File: src/ext_mem_pkg.sv
/*
 * constants and types for the external memory and boot interface.
 * assumes a 14-bit address bus, a 24-bit data bus and one processor clock.
 */
package ext_mem_pkg;
  // widths
  localparam int ADDR_W = 14;
  localparam int DATA_W = 24;
  localparam int DM_W = 16;
  localparam int PX_W = 8;
  localparam int WAIT_W = 3;
  localparam int PAGE_W = 3;
  localparam int ZONES = 5;
  localparam int MODE_STATUS_REG_W = 7;
  localparam int IRQ_W = 3;
  localparam int LARGE_OFS_W = 13;
  localparam int SMALL_OFS_W = 12;
  // reset values
  localparam logic [2:0] PM_WAITS_RST = 3'h7;
  localparam logic [2:0] DM_WAITS_RST = 3'h7;
  localparam logic [2:0] BOOT_WAITS_RST = 3'h3;
  localparam logic [2:0] BOOT_PAGE_RST = 3'h0;
  localparam logic [6:0] MODE_STATUS_REG_RST = 7'h00;
  localparam logic [10:0] PM_RESET_VECTOR = 11'h000;
  // program memory map
  localparam logic [13:0] PM_EXT_BASE = 14'h0800;
  localparam logic [13:0] SMALL_PM_RAM_END = 14'h0400;
  localparam logic [13:0] PM_HIGH_RAM_BASE = 14'h3800;
  localparam logic [13:0] SMALL_PM_HIGH_TOP = 14'h3bff;
  // data memory map
  localparam logic [13:0] DM_ONCHIP_BASE = 14'h3800;
  localparam logic [13:0] DM_REGS_LARGE = 14'h3c00;
  localparam logic [13:0] DM_REGS_SMALL = 14'h3a00;
  // external data memory zone bases
  localparam logic [13:0] ZONE1_BASE = 14'h0400;
  localparam logic [13:0] ZONE2_BASE = 14'h0800;
  localparam logic [13:0] ZONE3_BASE = 14'h2000;
  localparam logic [13:0] ZONE4_BASE = 14'h3000;
  // boot loader
  localparam logic [1:0] LAST_BYTE_IDX = 2'h2;
  localparam logic [10:0] LARGE_LAST_WORD = 11'h7ff;
  localparam logic [10:0] SMALL_LAST_WORD = 11'h3ff;
  localparam logic [23:0] BOOT_OE_MASK = 24'hc00000;
  localparam logic [2:0] SETTLE_CYCLES = 3'h5;
  // bus sequencer states, gray along idle-strobe-idle and idle-grant
  typedef enum logic [1:0] {
    ST_IDLE = 2'b00,
    ST_STROBE = 2'b01,
    ST_GRANT = 2'b10
  } bus_state_t;
  typedef enum logic [1:0] {
    SP_PM = 2'b00,
    SP_DM = 2'b01,
    SP_BOOT = 2'b10
  } space_t;
endpackage

File: src/wait_state_if.sv
/*
 * handshake between the bus sequencer and its wait-state timer.
 * assumes both ends run on the same processor clock.
 */
`timescale 1ns/1ps
interface wait_state_if;
  logic load; // start a strobe period
  logic [2:0] waits; // wait states for this access
  logic expired; // last strobe cycle
  modport ctl (output load, output waits, input expired);
  modport timer (input load, input waits, output expired);
endinterface

File: src/external_memory_boot_interface.sv
/*
 * external memory interface with byte-wide boot loader.
 * assumes the core holds core_req and its fields until core_done,
 * and that external pins are resolved from the enables by the testbench.
 */
// Summary of operation
// - reset empties stacks, masks interrupts, clears status
// - boot on release if no request, map low
// - one 24-bit data, 14-bit address bus shared
// - program select with read and write strobes
// - extension register supplies/receives low program byte
// - program waits zero to seven, reset seven
// - large map low: ram 0x0000, external 0x0800
// - map high: external low, ram from 0x3800
// - small variant ram 1K, high at 0x3800-0x3bff
// - data words on upper sixteen data lines
// - data select with strobe, peripherals alike
// - large data ram 0x3800, registers from 0x3c00
// - small data ram 512, registers from 0x3a00
// - five data zones, own waits, reset seven
// - boot space eight pages, 8K or 4K
// - boot bytes packed into 24-bit words
// - three-bit page field, page zero after reset
// - force bit starts boot under software
// - boot waits zero to seven, reset three
// - boot select, read strobe, bytes on D8-D15
// - page on top data lines, top address
// - boot grants bus only between bytes
// - access completes, grant follows next cycle
`timescale 1ns/1ps
module external_memory_boot_interface #(
  parameter bit LARGE = 1'b1 // 1: 2K program ram variant, 0: 1K variant
) (
  // clock and reset
  input wire logic mclk,
  input wire logic resetn,
  // straps and arbitration pins
  input wire logic map_select_pin,
  input wire logic bus_request_n,
  output logic bus_grant_n,
  // external memory pins
  output logic [13:0] addr_out,
  output logic addr_oe,
  input wire logic [23:0] data_in,
  output logic [23:0] data_out,
  output logic [23:0] data_oe,
  output logic program_memory_select_n,
  output logic data_memory_select_n,
  output logic boot_memory_select_n,
  output logic rd_n,
  output logic wr_n,
  output logic ctrl_oe,
  // core access port
  input wire logic core_req,
  input wire logic core_dm,
  input wire logic core_we,
  input wire logic core_pm16,
  input wire logic [13:0] core_addr,
  input wire logic [23:0] core_wdata,
  output logic core_done,
  output logic [23:0] core_rdata,
  output logic pm_ram_hit,
  output logic dm_ram_hit,
  output logic dm_regs_hit,
  // core state registers
  input wire logic px_wr,
  input wire logic [7:0] px_wdata,
  output logic [7:0] program_extension_reg,
  input wire logic mode_status_reg_wr,
  input wire logic [6:0] mode_status_reg_wdata,
  output logic [6:0] mode_status_reg,
  input wire logic irq_wr,
  input wire logic [2:0] irq_wdata,
  output logic [2:0] irq_enable,
  output logic stack_flush,
  // system control and wait-state configuration
  input wire logic sysctl_wr,
  input wire logic [2:0] sysctl_page,
  input wire logic sysctl_force_boot,
  input wire logic [2:0] sysctl_boot_waits,
  input wire logic [2:0] sysctl_pm_waits,
  input wire logic dm_waits_wr,
  input wire logic [14:0] dm_waits_data,
  // boot loader to on-chip program memory
  output logic boot_wr,
  output logic [10:0] boot_word_addr,
  output logic [23:0] boot_word,
  output logic booting
);
  wait_state_if ws (); // timer handshake
  ext_mem_pkg::bus_state_t state; // sequencer state
  ext_mem_pkg::bus_state_t next_state;
  ext_mem_pkg::space_t acc_space; // space of access in flight
  logic acc_we; // access in flight is a write
  logic acc_pm16; // 16-bit program memory access
  logic [2:0] br_sync; // bus request synchroniser
  logic [2:0] map_sync; // map strap synchroniser
  logic br_active; // agreed bus request level
  logic map_level; // agreed map strap level
  logic [2:0] settle; // cycles since reset release
  logic ready; // synchronisers settled
  logic take_core; // open a core access this cycle
  logic take_boot; // open a boot byte read this cycle
  logic core_ext; // core address leaves the chip
  logic [2:0] boot_page; // page to load
  logic [2:0] boot_waits; // boot read wait states
  logic [2:0] pm_waits; // program memory wait states
  logic [2:0] dm_waits [ext_mem_pkg::ZONES]; // per-zone wait states
  logic [2:0] next_waits; // wait states for the new access
  logic [1:0] byte_idx; // byte within boot word
  logic [12:0] boot_ofs; // byte offset in boot page
  logic [15:0] boot_shift; // bytes gathered so far
  logic [10:0] last_word; // last word of on-chip ram
  logic [3:0] strobe_cnt; // helper: cycles of current strobe
  logic [2:0] act_waits; // helper: wait states of current access

  // shared wait-state timer
  wait_state_timer u_timer (
    .mclk(mclk),
    .resetn(resetn),
    .ws(ws)
  );

  // program map: on-chip window and populated ram
  function automatic logic pm_window(input logic [13:0] a, input logic mm);
    return mm ? (a >= ext_mem_pkg::PM_HIGH_RAM_BASE) : (a < ext_mem_pkg::PM_EXT_BASE);
  endfunction

  function automatic logic pm_ram(input logic [13:0] a, input logic mm);
    logic hit;
    hit = 1'b0;
    if (LARGE) begin
      hit = pm_window(a, mm);
    end else if (!mm) begin
      hit = (a < ext_mem_pkg::SMALL_PM_RAM_END);
    end else begin
      hit = (a >= ext_mem_pkg::PM_HIGH_RAM_BASE) && (a <= ext_mem_pkg::SMALL_PM_HIGH_TOP);
    end
    return hit;
  endfunction

  // external data zone of an address
  function automatic logic [2:0] dm_zone(input logic [13:0] a);
    logic [2:0] z;
    z = 3'h0;
    if (a >= ext_mem_pkg::ZONE4_BASE) begin
      z = 3'h4;
    end else if (a >= ext_mem_pkg::ZONE3_BASE) begin
      z = 3'h3;
    end else if (a >= ext_mem_pkg::ZONE2_BASE) begin
      z = 3'h2;
    end else if (a >= ext_mem_pkg::ZONE1_BASE) begin
      z = 3'h1;
    end
    return z;
  endfunction

  // strap and request pins: three stages, change counts when last two agree
  always_ff @(posedge mclk) begin
    if (!resetn) begin
      br_sync <= 3'h7;
      map_sync <= 3'h0;
      br_active <= 1'b0;
      map_level <= 1'b0;
    end else begin
      br_sync <= {br_sync[1:0], bus_request_n};
      map_sync <= {map_sync[1:0], map_select_pin};
      if (br_sync[1] == br_sync[2]) begin
        br_active <= !br_sync[2];
      end
      if (map_sync[1] == map_sync[2]) begin
        map_level <= map_sync[2];
      end
    end
  end

  // wait for the synchronisers to fill after release
  always_ff @(posedge mclk) begin
    if (!resetn) begin
      settle <= 3'h0;
      ready <= 1'b0;
    end else if (!ready) begin
      settle <= settle + 3'h1;
      ready <= (settle == ext_mem_pkg::SETTLE_CYCLES);
    end
  end

  // core state cleared by reset
  always_ff @(posedge mclk) begin
    if (!resetn) begin
      stack_flush <= 1'b1;
      mode_status_reg <= ext_mem_pkg::MODE_STATUS_REG_RST;
      irq_enable <= 3'h0;
    end else begin
      stack_flush <= 1'b0;
      if (mode_status_reg_wr) begin
        mode_status_reg <= mode_status_reg_wdata;
      end
      if (irq_wr) begin
        irq_enable <= irq_wdata;
      end
    end
  end

  // system control and wait-state configuration
  always_ff @(posedge mclk) begin
    if (!resetn) begin
      boot_page <= ext_mem_pkg::BOOT_PAGE_RST;
      boot_waits <= ext_mem_pkg::BOOT_WAITS_RST;
      pm_waits <= ext_mem_pkg::PM_WAITS_RST;
    end else if (sysctl_wr) begin
      boot_page <= sysctl_page;
      boot_waits <= sysctl_boot_waits;
      pm_waits <= sysctl_pm_waits;
    end
  end

  // one wait-state register per data zone
  for (genvar z = 0; z < ext_mem_pkg::ZONES; z++) begin : g_zone
    always_ff @(posedge mclk) begin
      if (!resetn) begin
        dm_waits[z] <= ext_mem_pkg::DM_WAITS_RST;
      end else if (dm_waits_wr) begin
        dm_waits[z] <= dm_waits_data[3*z +: 3];
      end
    end
  end

  // decode of the core address
  always_comb begin
    if (core_dm) begin
      core_ext = (core_addr < ext_mem_pkg::DM_ONCHIP_BASE);
    end else begin
      core_ext = !pm_window(core_addr, map_level);
    end
  end

  // decode flags for the core's on-chip paths
  always_ff @(posedge mclk) begin
    if (!resetn) begin
      pm_ram_hit <= 1'b0;
      dm_ram_hit <= 1'b0;
      dm_regs_hit <= 1'b0;
    end else begin
      pm_ram_hit <= core_req && !core_dm && pm_ram(core_addr, map_level);
      dm_ram_hit <= core_req && core_dm && !core_ext &&
        (core_addr < (LARGE ? ext_mem_pkg::DM_REGS_LARGE : ext_mem_pkg::DM_REGS_SMALL));
      dm_regs_hit <= core_req && core_dm &&
        (core_addr >= (LARGE ? ext_mem_pkg::DM_REGS_LARGE : ext_mem_pkg::DM_REGS_SMALL));
    end
  end

  // sequencer next state; a request waits for the access in flight
  always_comb begin
    next_state = state;
    take_core = 1'b0;
    take_boot = 1'b0;
    case (state)
      ext_mem_pkg::ST_IDLE: begin
        if (br_active) begin
          next_state = ext_mem_pkg::ST_GRANT;
        end else if (booting && !(boot_wr && boot_word_addr == last_word)) begin
          // last word just written: booting drops now, no further byte read
          next_state = ext_mem_pkg::ST_STROBE;
          take_boot = 1'b1;
        end else if (ready && core_req && !core_done && core_ext) begin
          next_state = ext_mem_pkg::ST_STROBE;
          take_core = 1'b1;
        end
      end
      ext_mem_pkg::ST_STROBE: begin
        if (ws.expired) begin
          next_state = ext_mem_pkg::ST_IDLE;
        end
      end
      ext_mem_pkg::ST_GRANT: begin
        if (!br_active) begin
          next_state = ext_mem_pkg::ST_IDLE;
        end
      end
      default: begin
        next_state = ext_mem_pkg::ST_IDLE;
      end
    endcase
  end

  // wait states of the access being opened
  always_comb begin
    if (take_boot) begin
      next_waits = boot_waits;
    end else if (core_dm) begin
      next_waits = dm_waits[dm_zone(core_addr)];
    end else begin
      next_waits = pm_waits;
    end
  end
  assign ws.load = take_core || take_boot;
  assign ws.waits = next_waits;

  // sequencer state
  always_ff @(posedge mclk) begin
    if (!resetn) begin
      state <= ext_mem_pkg::ST_IDLE;
    end else begin
      state <= next_state;
    end
  end

  // kind of access in flight
  always_ff @(posedge mclk) begin
    if (!resetn) begin
      acc_space <= ext_mem_pkg::SP_PM;
      acc_we <= 1'b0;
      acc_pm16 <= 1'b0;
    end else if (take_boot) begin
      acc_space <= ext_mem_pkg::SP_BOOT;
      acc_we <= 1'b0;
      acc_pm16 <= 1'b0;
    end else if (take_core) begin
      acc_space <= core_dm ? ext_mem_pkg::SP_DM : ext_mem_pkg::SP_PM;
      acc_we <= core_we;
      acc_pm16 <= core_pm16 && !core_dm;
    end
  end

  // memory pins: selects, strobes, address and data drive
  always_ff @(posedge mclk) begin
    if (!resetn) begin
      program_memory_select_n <= 1'b1;
      data_memory_select_n <= 1'b1;
      boot_memory_select_n <= 1'b1;
      rd_n <= 1'b1;
      wr_n <= 1'b1;
      addr_out <= 14'h0000;
      data_out <= 24'h000000;
      data_oe <= 24'h000000;
    end else if (take_boot) begin
      boot_memory_select_n <= 1'b0;
      rd_n <= 1'b0;
      addr_out[13] <= boot_page[0];
      addr_out[12:0] <= LARGE ? boot_ofs : {1'b0, boot_ofs[11:0]};
      data_out <= {boot_page[2:1], 22'h000000};
      data_oe <= ext_mem_pkg::BOOT_OE_MASK;
    end else if (take_core) begin
      program_memory_select_n <= core_dm;
      data_memory_select_n <= !core_dm;
      rd_n <= core_we;
      wr_n <= !core_we;
      addr_out <= core_addr;
      if (core_dm) begin
        data_out <= {core_wdata[15:0], 8'h00};
      end else if (core_pm16) begin
        data_out <= {core_wdata[15:0], program_extension_reg};
      end else begin
        data_out <= core_wdata;
      end
      data_oe <= core_we ? 24'hffffff : 24'h000000;
    end else if (state == ext_mem_pkg::ST_STROBE && ws.expired) begin
      program_memory_select_n <= 1'b1;
      data_memory_select_n <= 1'b1;
      boot_memory_select_n <= 1'b1;
      rd_n <= 1'b1;
      wr_n <= 1'b1;
      data_oe <= 24'h000000;
    end
  end

  // arbitration: release drivers and grant, restore on release
  always_ff @(posedge mclk) begin
    if (!resetn) begin
      bus_grant_n <= 1'b1;
      addr_oe <= 1'b1;
      ctrl_oe <= 1'b1;
    end else if (next_state == ext_mem_pkg::ST_GRANT) begin
      bus_grant_n <= 1'b0;
      addr_oe <= 1'b0;
      ctrl_oe <= 1'b0;
    end else begin
      bus_grant_n <= 1'b1;
      addr_oe <= 1'b1;
      ctrl_oe <= 1'b1;
    end
  end

  // access completion and read data to the core, extension register
  always_ff @(posedge mclk) begin
    if (!resetn) begin
      core_done <= 1'b0;
      core_rdata <= 24'h000000;
      program_extension_reg <= 8'h00;
    end else begin
      core_done <= 1'b0;
      if (state == ext_mem_pkg::ST_STROBE && ws.expired && acc_space != ext_mem_pkg::SP_BOOT) begin
        core_done <= 1'b1;
        if (acc_space == ext_mem_pkg::SP_DM || acc_pm16) begin
          core_rdata <= {8'h00, data_in[23:8]};
        end else begin
          core_rdata <= data_in;
        end
        if (acc_pm16 && !acc_we) begin
          program_extension_reg <= data_in[7:0];
        end
      end else if (px_wr) begin
        program_extension_reg <= px_wdata;
      end
    end
  end

  // boot loader: start, byte packing, word writes
  assign last_word = LARGE ? ext_mem_pkg::LARGE_LAST_WORD : ext_mem_pkg::SMALL_LAST_WORD;
  always_ff @(posedge mclk) begin
    if (!resetn) begin
      booting <= 1'b0;
      byte_idx <= 2'h0;
      boot_ofs <= 13'h0000;
      boot_shift <= 16'h0000;
      boot_word_addr <= ext_mem_pkg::PM_RESET_VECTOR;
      boot_word <= 24'h000000;
      boot_wr <= 1'b0;
    end else begin
      boot_wr <= 1'b0;
      if (!ready && settle == ext_mem_pkg::SETTLE_CYCLES) begin
        booting <= !map_level && !br_active;
      end else if (sysctl_wr && sysctl_force_boot && !booting) begin
        booting <= 1'b1;
        byte_idx <= 2'h0;
        boot_ofs <= 13'h0000;
        boot_word_addr <= ext_mem_pkg::PM_RESET_VECTOR;
      end else if (state == ext_mem_pkg::ST_STROBE && ws.expired &&
                   acc_space == ext_mem_pkg::SP_BOOT) begin
        boot_ofs <= boot_ofs + 13'h0001;
        if (byte_idx == ext_mem_pkg::LAST_BYTE_IDX) begin
          byte_idx <= 2'h0;
          boot_word <= {boot_shift, data_in[15:8]};
          boot_wr <= 1'b1;
        end else begin
          byte_idx <= byte_idx + 2'h1;
          boot_shift <= {boot_shift[7:0], data_in[15:8]};
        end
      end else if (boot_wr) begin
        if (boot_word_addr == last_word) begin
          booting <= 1'b0;
        end
        boot_word_addr <= boot_word_addr + 11'h001;
      end
    end
  end

  // helper: length of each strobe and its programmed waits
  always_ff @(posedge mclk) begin
    if (!resetn) begin
      strobe_cnt <= 4'h0;
      act_waits <= 3'h0;
    end else begin
      strobe_cnt <= (!rd_n || !wr_n) ? strobe_cnt + 4'h1 : 4'h0;
      if (ws.load) begin
        act_waits <= ws.waits;
      end
    end
  end
endmodule

File: src/wait_state_timer.sv
/*
 * wait-state timer: counts programmed wait states of one strobe period.
 * assumes load comes from the sequencer on the edge that opens a strobe.
 */
`timescale 1ns/1ps
module wait_state_timer (
  // clock and reset
  input wire logic mclk,
  input wire logic resetn,
  // sequencer side
  wait_state_if.timer ws
);
  logic [2:0] count; // wait states still to run

  // reload on a new access, then count down to zero
  always_ff @(posedge mclk) begin
    if (!resetn) begin
      count <= 3'h0;
    end else if (ws.load) begin
      count <= ws.waits;
    end else if (count != 3'h0) begin
      count <= count - 3'h1;
    end
  end

  // strobe may end once no wait states are left
  assign ws.expired = (count == 3'h0);
endmodule
File: config.mk
export PLATFORM = sky130hd
export DESIGN_NAME = external_memory_boot_interface
export DESIGN_NICKNAME = d
export VERILOG_FILES = /design/src/ext_mem_pkg.sv /design/src/wait_state_if.sv /design/src/external_memory_boot_interface.sv /design/src/wait_state_timer.sv
export SDC_FILE = /design/constraint.sdc
export NUM_CORES = 1
export LEC_CHECK = 0
export BUFFER_PORTS_ARGS = -buffer_cell sky130_fd_sc_hd__buf_4
export CELL_PAD_IN_SITES_DETAIL_PLACEMENT = 1
export CELL_PAD_IN_SITES_GLOBAL_PLACEMENT = 1
export CORE_MARGIN = 5
export CORE_UTILIZATION = 38
export DETAILED_ROUTE_END_ITERATION = 10
export PLACE_DENSITY = 0.77
export SYNTH_ARGS = -nofsm -noshare
export SYNTH_HDL_FRONTEND = slang
export SYNTH_HIERARCHICAL = 1
export SYNTH_SLANG_ARGS = --single-unit
File: constraint.sdc
create_clock -name mclk -period 3 [get_ports mclk]
set_input_delay 0.6 -clock mclk [delete_from_list [all_inputs] [get_ports mclk]]
set_output_delay 0.6 -clock mclk [all_outputs]
set_load 0.03 [all_outputs]
==> flow_summary.yaml <==
synth:
  synth_area_per_cell_um2: 8.985
  ys_seq_elements: 206
  synth_seq_area_share: 0.4904
  synth_cells: 970
  yosys.area.top_type: "dfxtp_1"
  syn_area_mm2: 0.008716
  async_flop_share: 0
  synth_edf_count: 15
  yosysWarnings: 6
  synth_top_area_frac: 0.4387
  synth_most_common_cell: "dfxtp_1"
  yosysUniqueCellTypes: 62
  synthesis.nets: 1094
  ys.flop_type: "dfxtp_1"
  synthTopCellsByCount: "dfxtp_1 (191), nand2_1 (141), a21oi_1 (99)"
  yosys-top-cells-area: "dfxtp_1 (44%), mux2i_1 (6.8%), nand2_1 (6.1%), a21oi_1 (5.7%), edfxtp_1 (5.2%)"
sta:
  min_period_ns: 2.635
  skew_ns: 0.008909
  worst_slew_pin_slew_ns: 0.7642
  max-slew-margin-rel: 0.4906
  rsz0062_at_grt: "no"
  fin_tns_setup_ns: 0
  setup-violations-final: 0
  slew_violations: 0
  period_share: 0.8784
  hold_violations: 0
  max_freq_ghz: 0.3795
clock_tree:
  ctsRootBufferMaster: "clkbuf_16"
  htreeDepth: 1
  cts_setup_buffers: 0
  clock_sinks: 206
  cts_resized: 0
  cts_buffers: 23
  worstSkewPairLatency_ns: 0.50
  clockBufferDepth: 3
  path_clk_slew_ns: 0.06
  hold_buffers: 0
  cts_tree: "built"
pwr:
  p_sw_w: 0.001759
  internal_power_w: 0.004853
  seqPwrFrac: 0.450
  switching_share: 0.2660
  clkPwrFrac: 0.405
  power_density_mw_per_mm2: 570.9
  p_comb_frac: 0.145
  power.leakage_nw: 4.788
  peakVddDrop_mv: 0.2981
floorplanning:
  die_area_mm2: 0.02606
  die_y_um: 161.4
  rows: 55
  io_pins: 272
  coreArea_mm2: 0.02264
  start_util: 0.3850
  die_w_um: 161.4
setup_path:
  end_kind: "register"
  start_kind: "register"
  cp_max_fo: 16
  max_stage_delay_ns: 0.59
  rrSetupSlack_ns: 0.36
  worstSetupPathType: "register to register"
  cp_top_family: "simple AND/OR/NAND/NOR gates"
  crit_buf_inv: 2
  critical_path_required_ns: 3.38
  path_cells: "inv_1, ha_1, nand2b_1, inv_1, nand3b_1, nor4_2, nand2_1, nand2_1, a21oi_1"
  slowest_stage: "nor4_2"
  crit_arrival_ns: 3.02
detailed_routing:
  vias_per_cell: 5.292
  antenna_left: 0
  wire_per_inst_um: 19.51
  wl_um: 29320
  drc: 0
  vias: 7954
  dr.pass1.iters: 4
  drt_iter0_drc: 444
status:
  status: "finished, final reports clean"
layout:
  area_growth_pct: 32.89
  fin_nets: 1327
  drive_gt1_frac: 0.2931
  reg_top3: "boot_word x24, core_rdata x24, data_out x24"
  fillers: 2652
  n_antenna_cell: 0
  stdcell_area_mm2: 0.01158
grt:
  antenna_found_initial: 0
  grt_max_degree: 53
  grt_pass1_vias: 8242
  grt_usage: 0.2147
  grt_pass1_wl_um: 45690
  grt_overflow: 0
hold_path:
  worstHoldPathType: "input pin to register"
place:
  finalWeightedCongestion: 0.8208
  dp_hpwl_um: 21740
  placed_area_mm2: 0.01088
  port_buffers: 271
flow_run:
  cap_violations: 0
[final timing paths]
check                   start            end  depth (start not counted)
max          u_timer/count[0]  boot_shift[1]                          9
max reg2reg  u_timer/count[0]  boot_shift[1]                          9
min             bus_request_n     br_sync[0]                          2
min reg2reg        br_sync[0]     br_sync[1]                          1
[final cells by class]
type / count / area (um^2) / area share
multi-input combinational: 667 / 3970 / 0.3428
timing repair buffer: 295 / 2240 / 0.1934
clock inverter: 7 / 58.81 / 0.005077
clock buffer: 33 / 643.1 / 0.05553
inverter: 10 / 40.04 / 0.003457
sequential: 206 / 4274 / 0.3690
tap: 285 / 356.6 / 0.03079
[worst register-to-register path, delay by kind of cell (launching register included)]
family          cells  cell delay (ns)
simple gates        5             1.70
buf+inv             2             0.19
flops               1             0.32
fa+ha+maj           1             0.23
compound gates      1             0.08
[through the flow]
| step | hold slack [ns] | instances | power (W) | util | setup slack (ns) |
|---|---|---|---|---|---|
| detailed placement | 0.3968 | 1463 | 0.003993 | 0.4806 | 0.3966 |
| CTS | 0.2644 | 1503 | 0.006680 | 0.5116 | 0.3671 |
| floorplan | 0.3863 | 970 | 0.003573 | - | 0.5232 |
| global placement | 0.3894 | 1463 | 0.003967 | 0.4806 | 0.5000 |
| finish | 0.2797 | 1503 | 0.006612 | 0.5116 | 0.3647 |
| global route | 0.2658 | 1503 | 0.006871 | 0.5116 | 0.03458 |
[power by group through the flow]
stage / Sequential, W / Combinational [W] / Clock, W
2_1_floorplan: 0.00314 / 0.000436 / 0
3_3_place_gp: 0.00303 / 0.000934 / 0
3_5_place_dp: 0.00304 / 0.000955 / 0
4_1_cts: 0.00298 / 0.000961 / 0.00274
5_1_grt: 0.00299 / 0.00103 / 0.00285
6_report: 0.00298 / 0.000957 / 0.00268
[cell families after synthesis]
| group | share of synthesized area |
|---|---|
| compound gates | 0.1527 |
| xor+xnor | 0.008039 |
| fa+ha+maj | 0.008613 |
| buf+inv | 0.05642 |
| flops | 0.4904 |
| mux | 0.07809 |
| simple gates | 0.2057 |
[cell usage in the layout (no fill, tap or decap), types with 9 or more instances in the layout]
master,n
a21oi_1,98
a311oi_1,9
buf_4,293
clkbuf_16,23
edfxtp_1,15
a22oi_1,15
nand2b_1,14
mux2i_1,59
or3_1,12
nor2_1,94
o21ai_0,16
nand3_1,36
nand2_1,141
inv_1,9
dfxtp_1,191
a211oi_1,35
or2_2,15
[per-layer routing]
layer / up-vias / track usage / share of wire
li1: 3855 / - / -
met1: 3849 / 0.2758 / 0.43
met2: 213 / 0.3745 / 0.49
met3: 37 / 0.03904 / 0.060
met4: 0 / 0.05273 / 0.021
met5: - / 0 / 0
No activity file was read; power rests on OpenSTA's default activity.
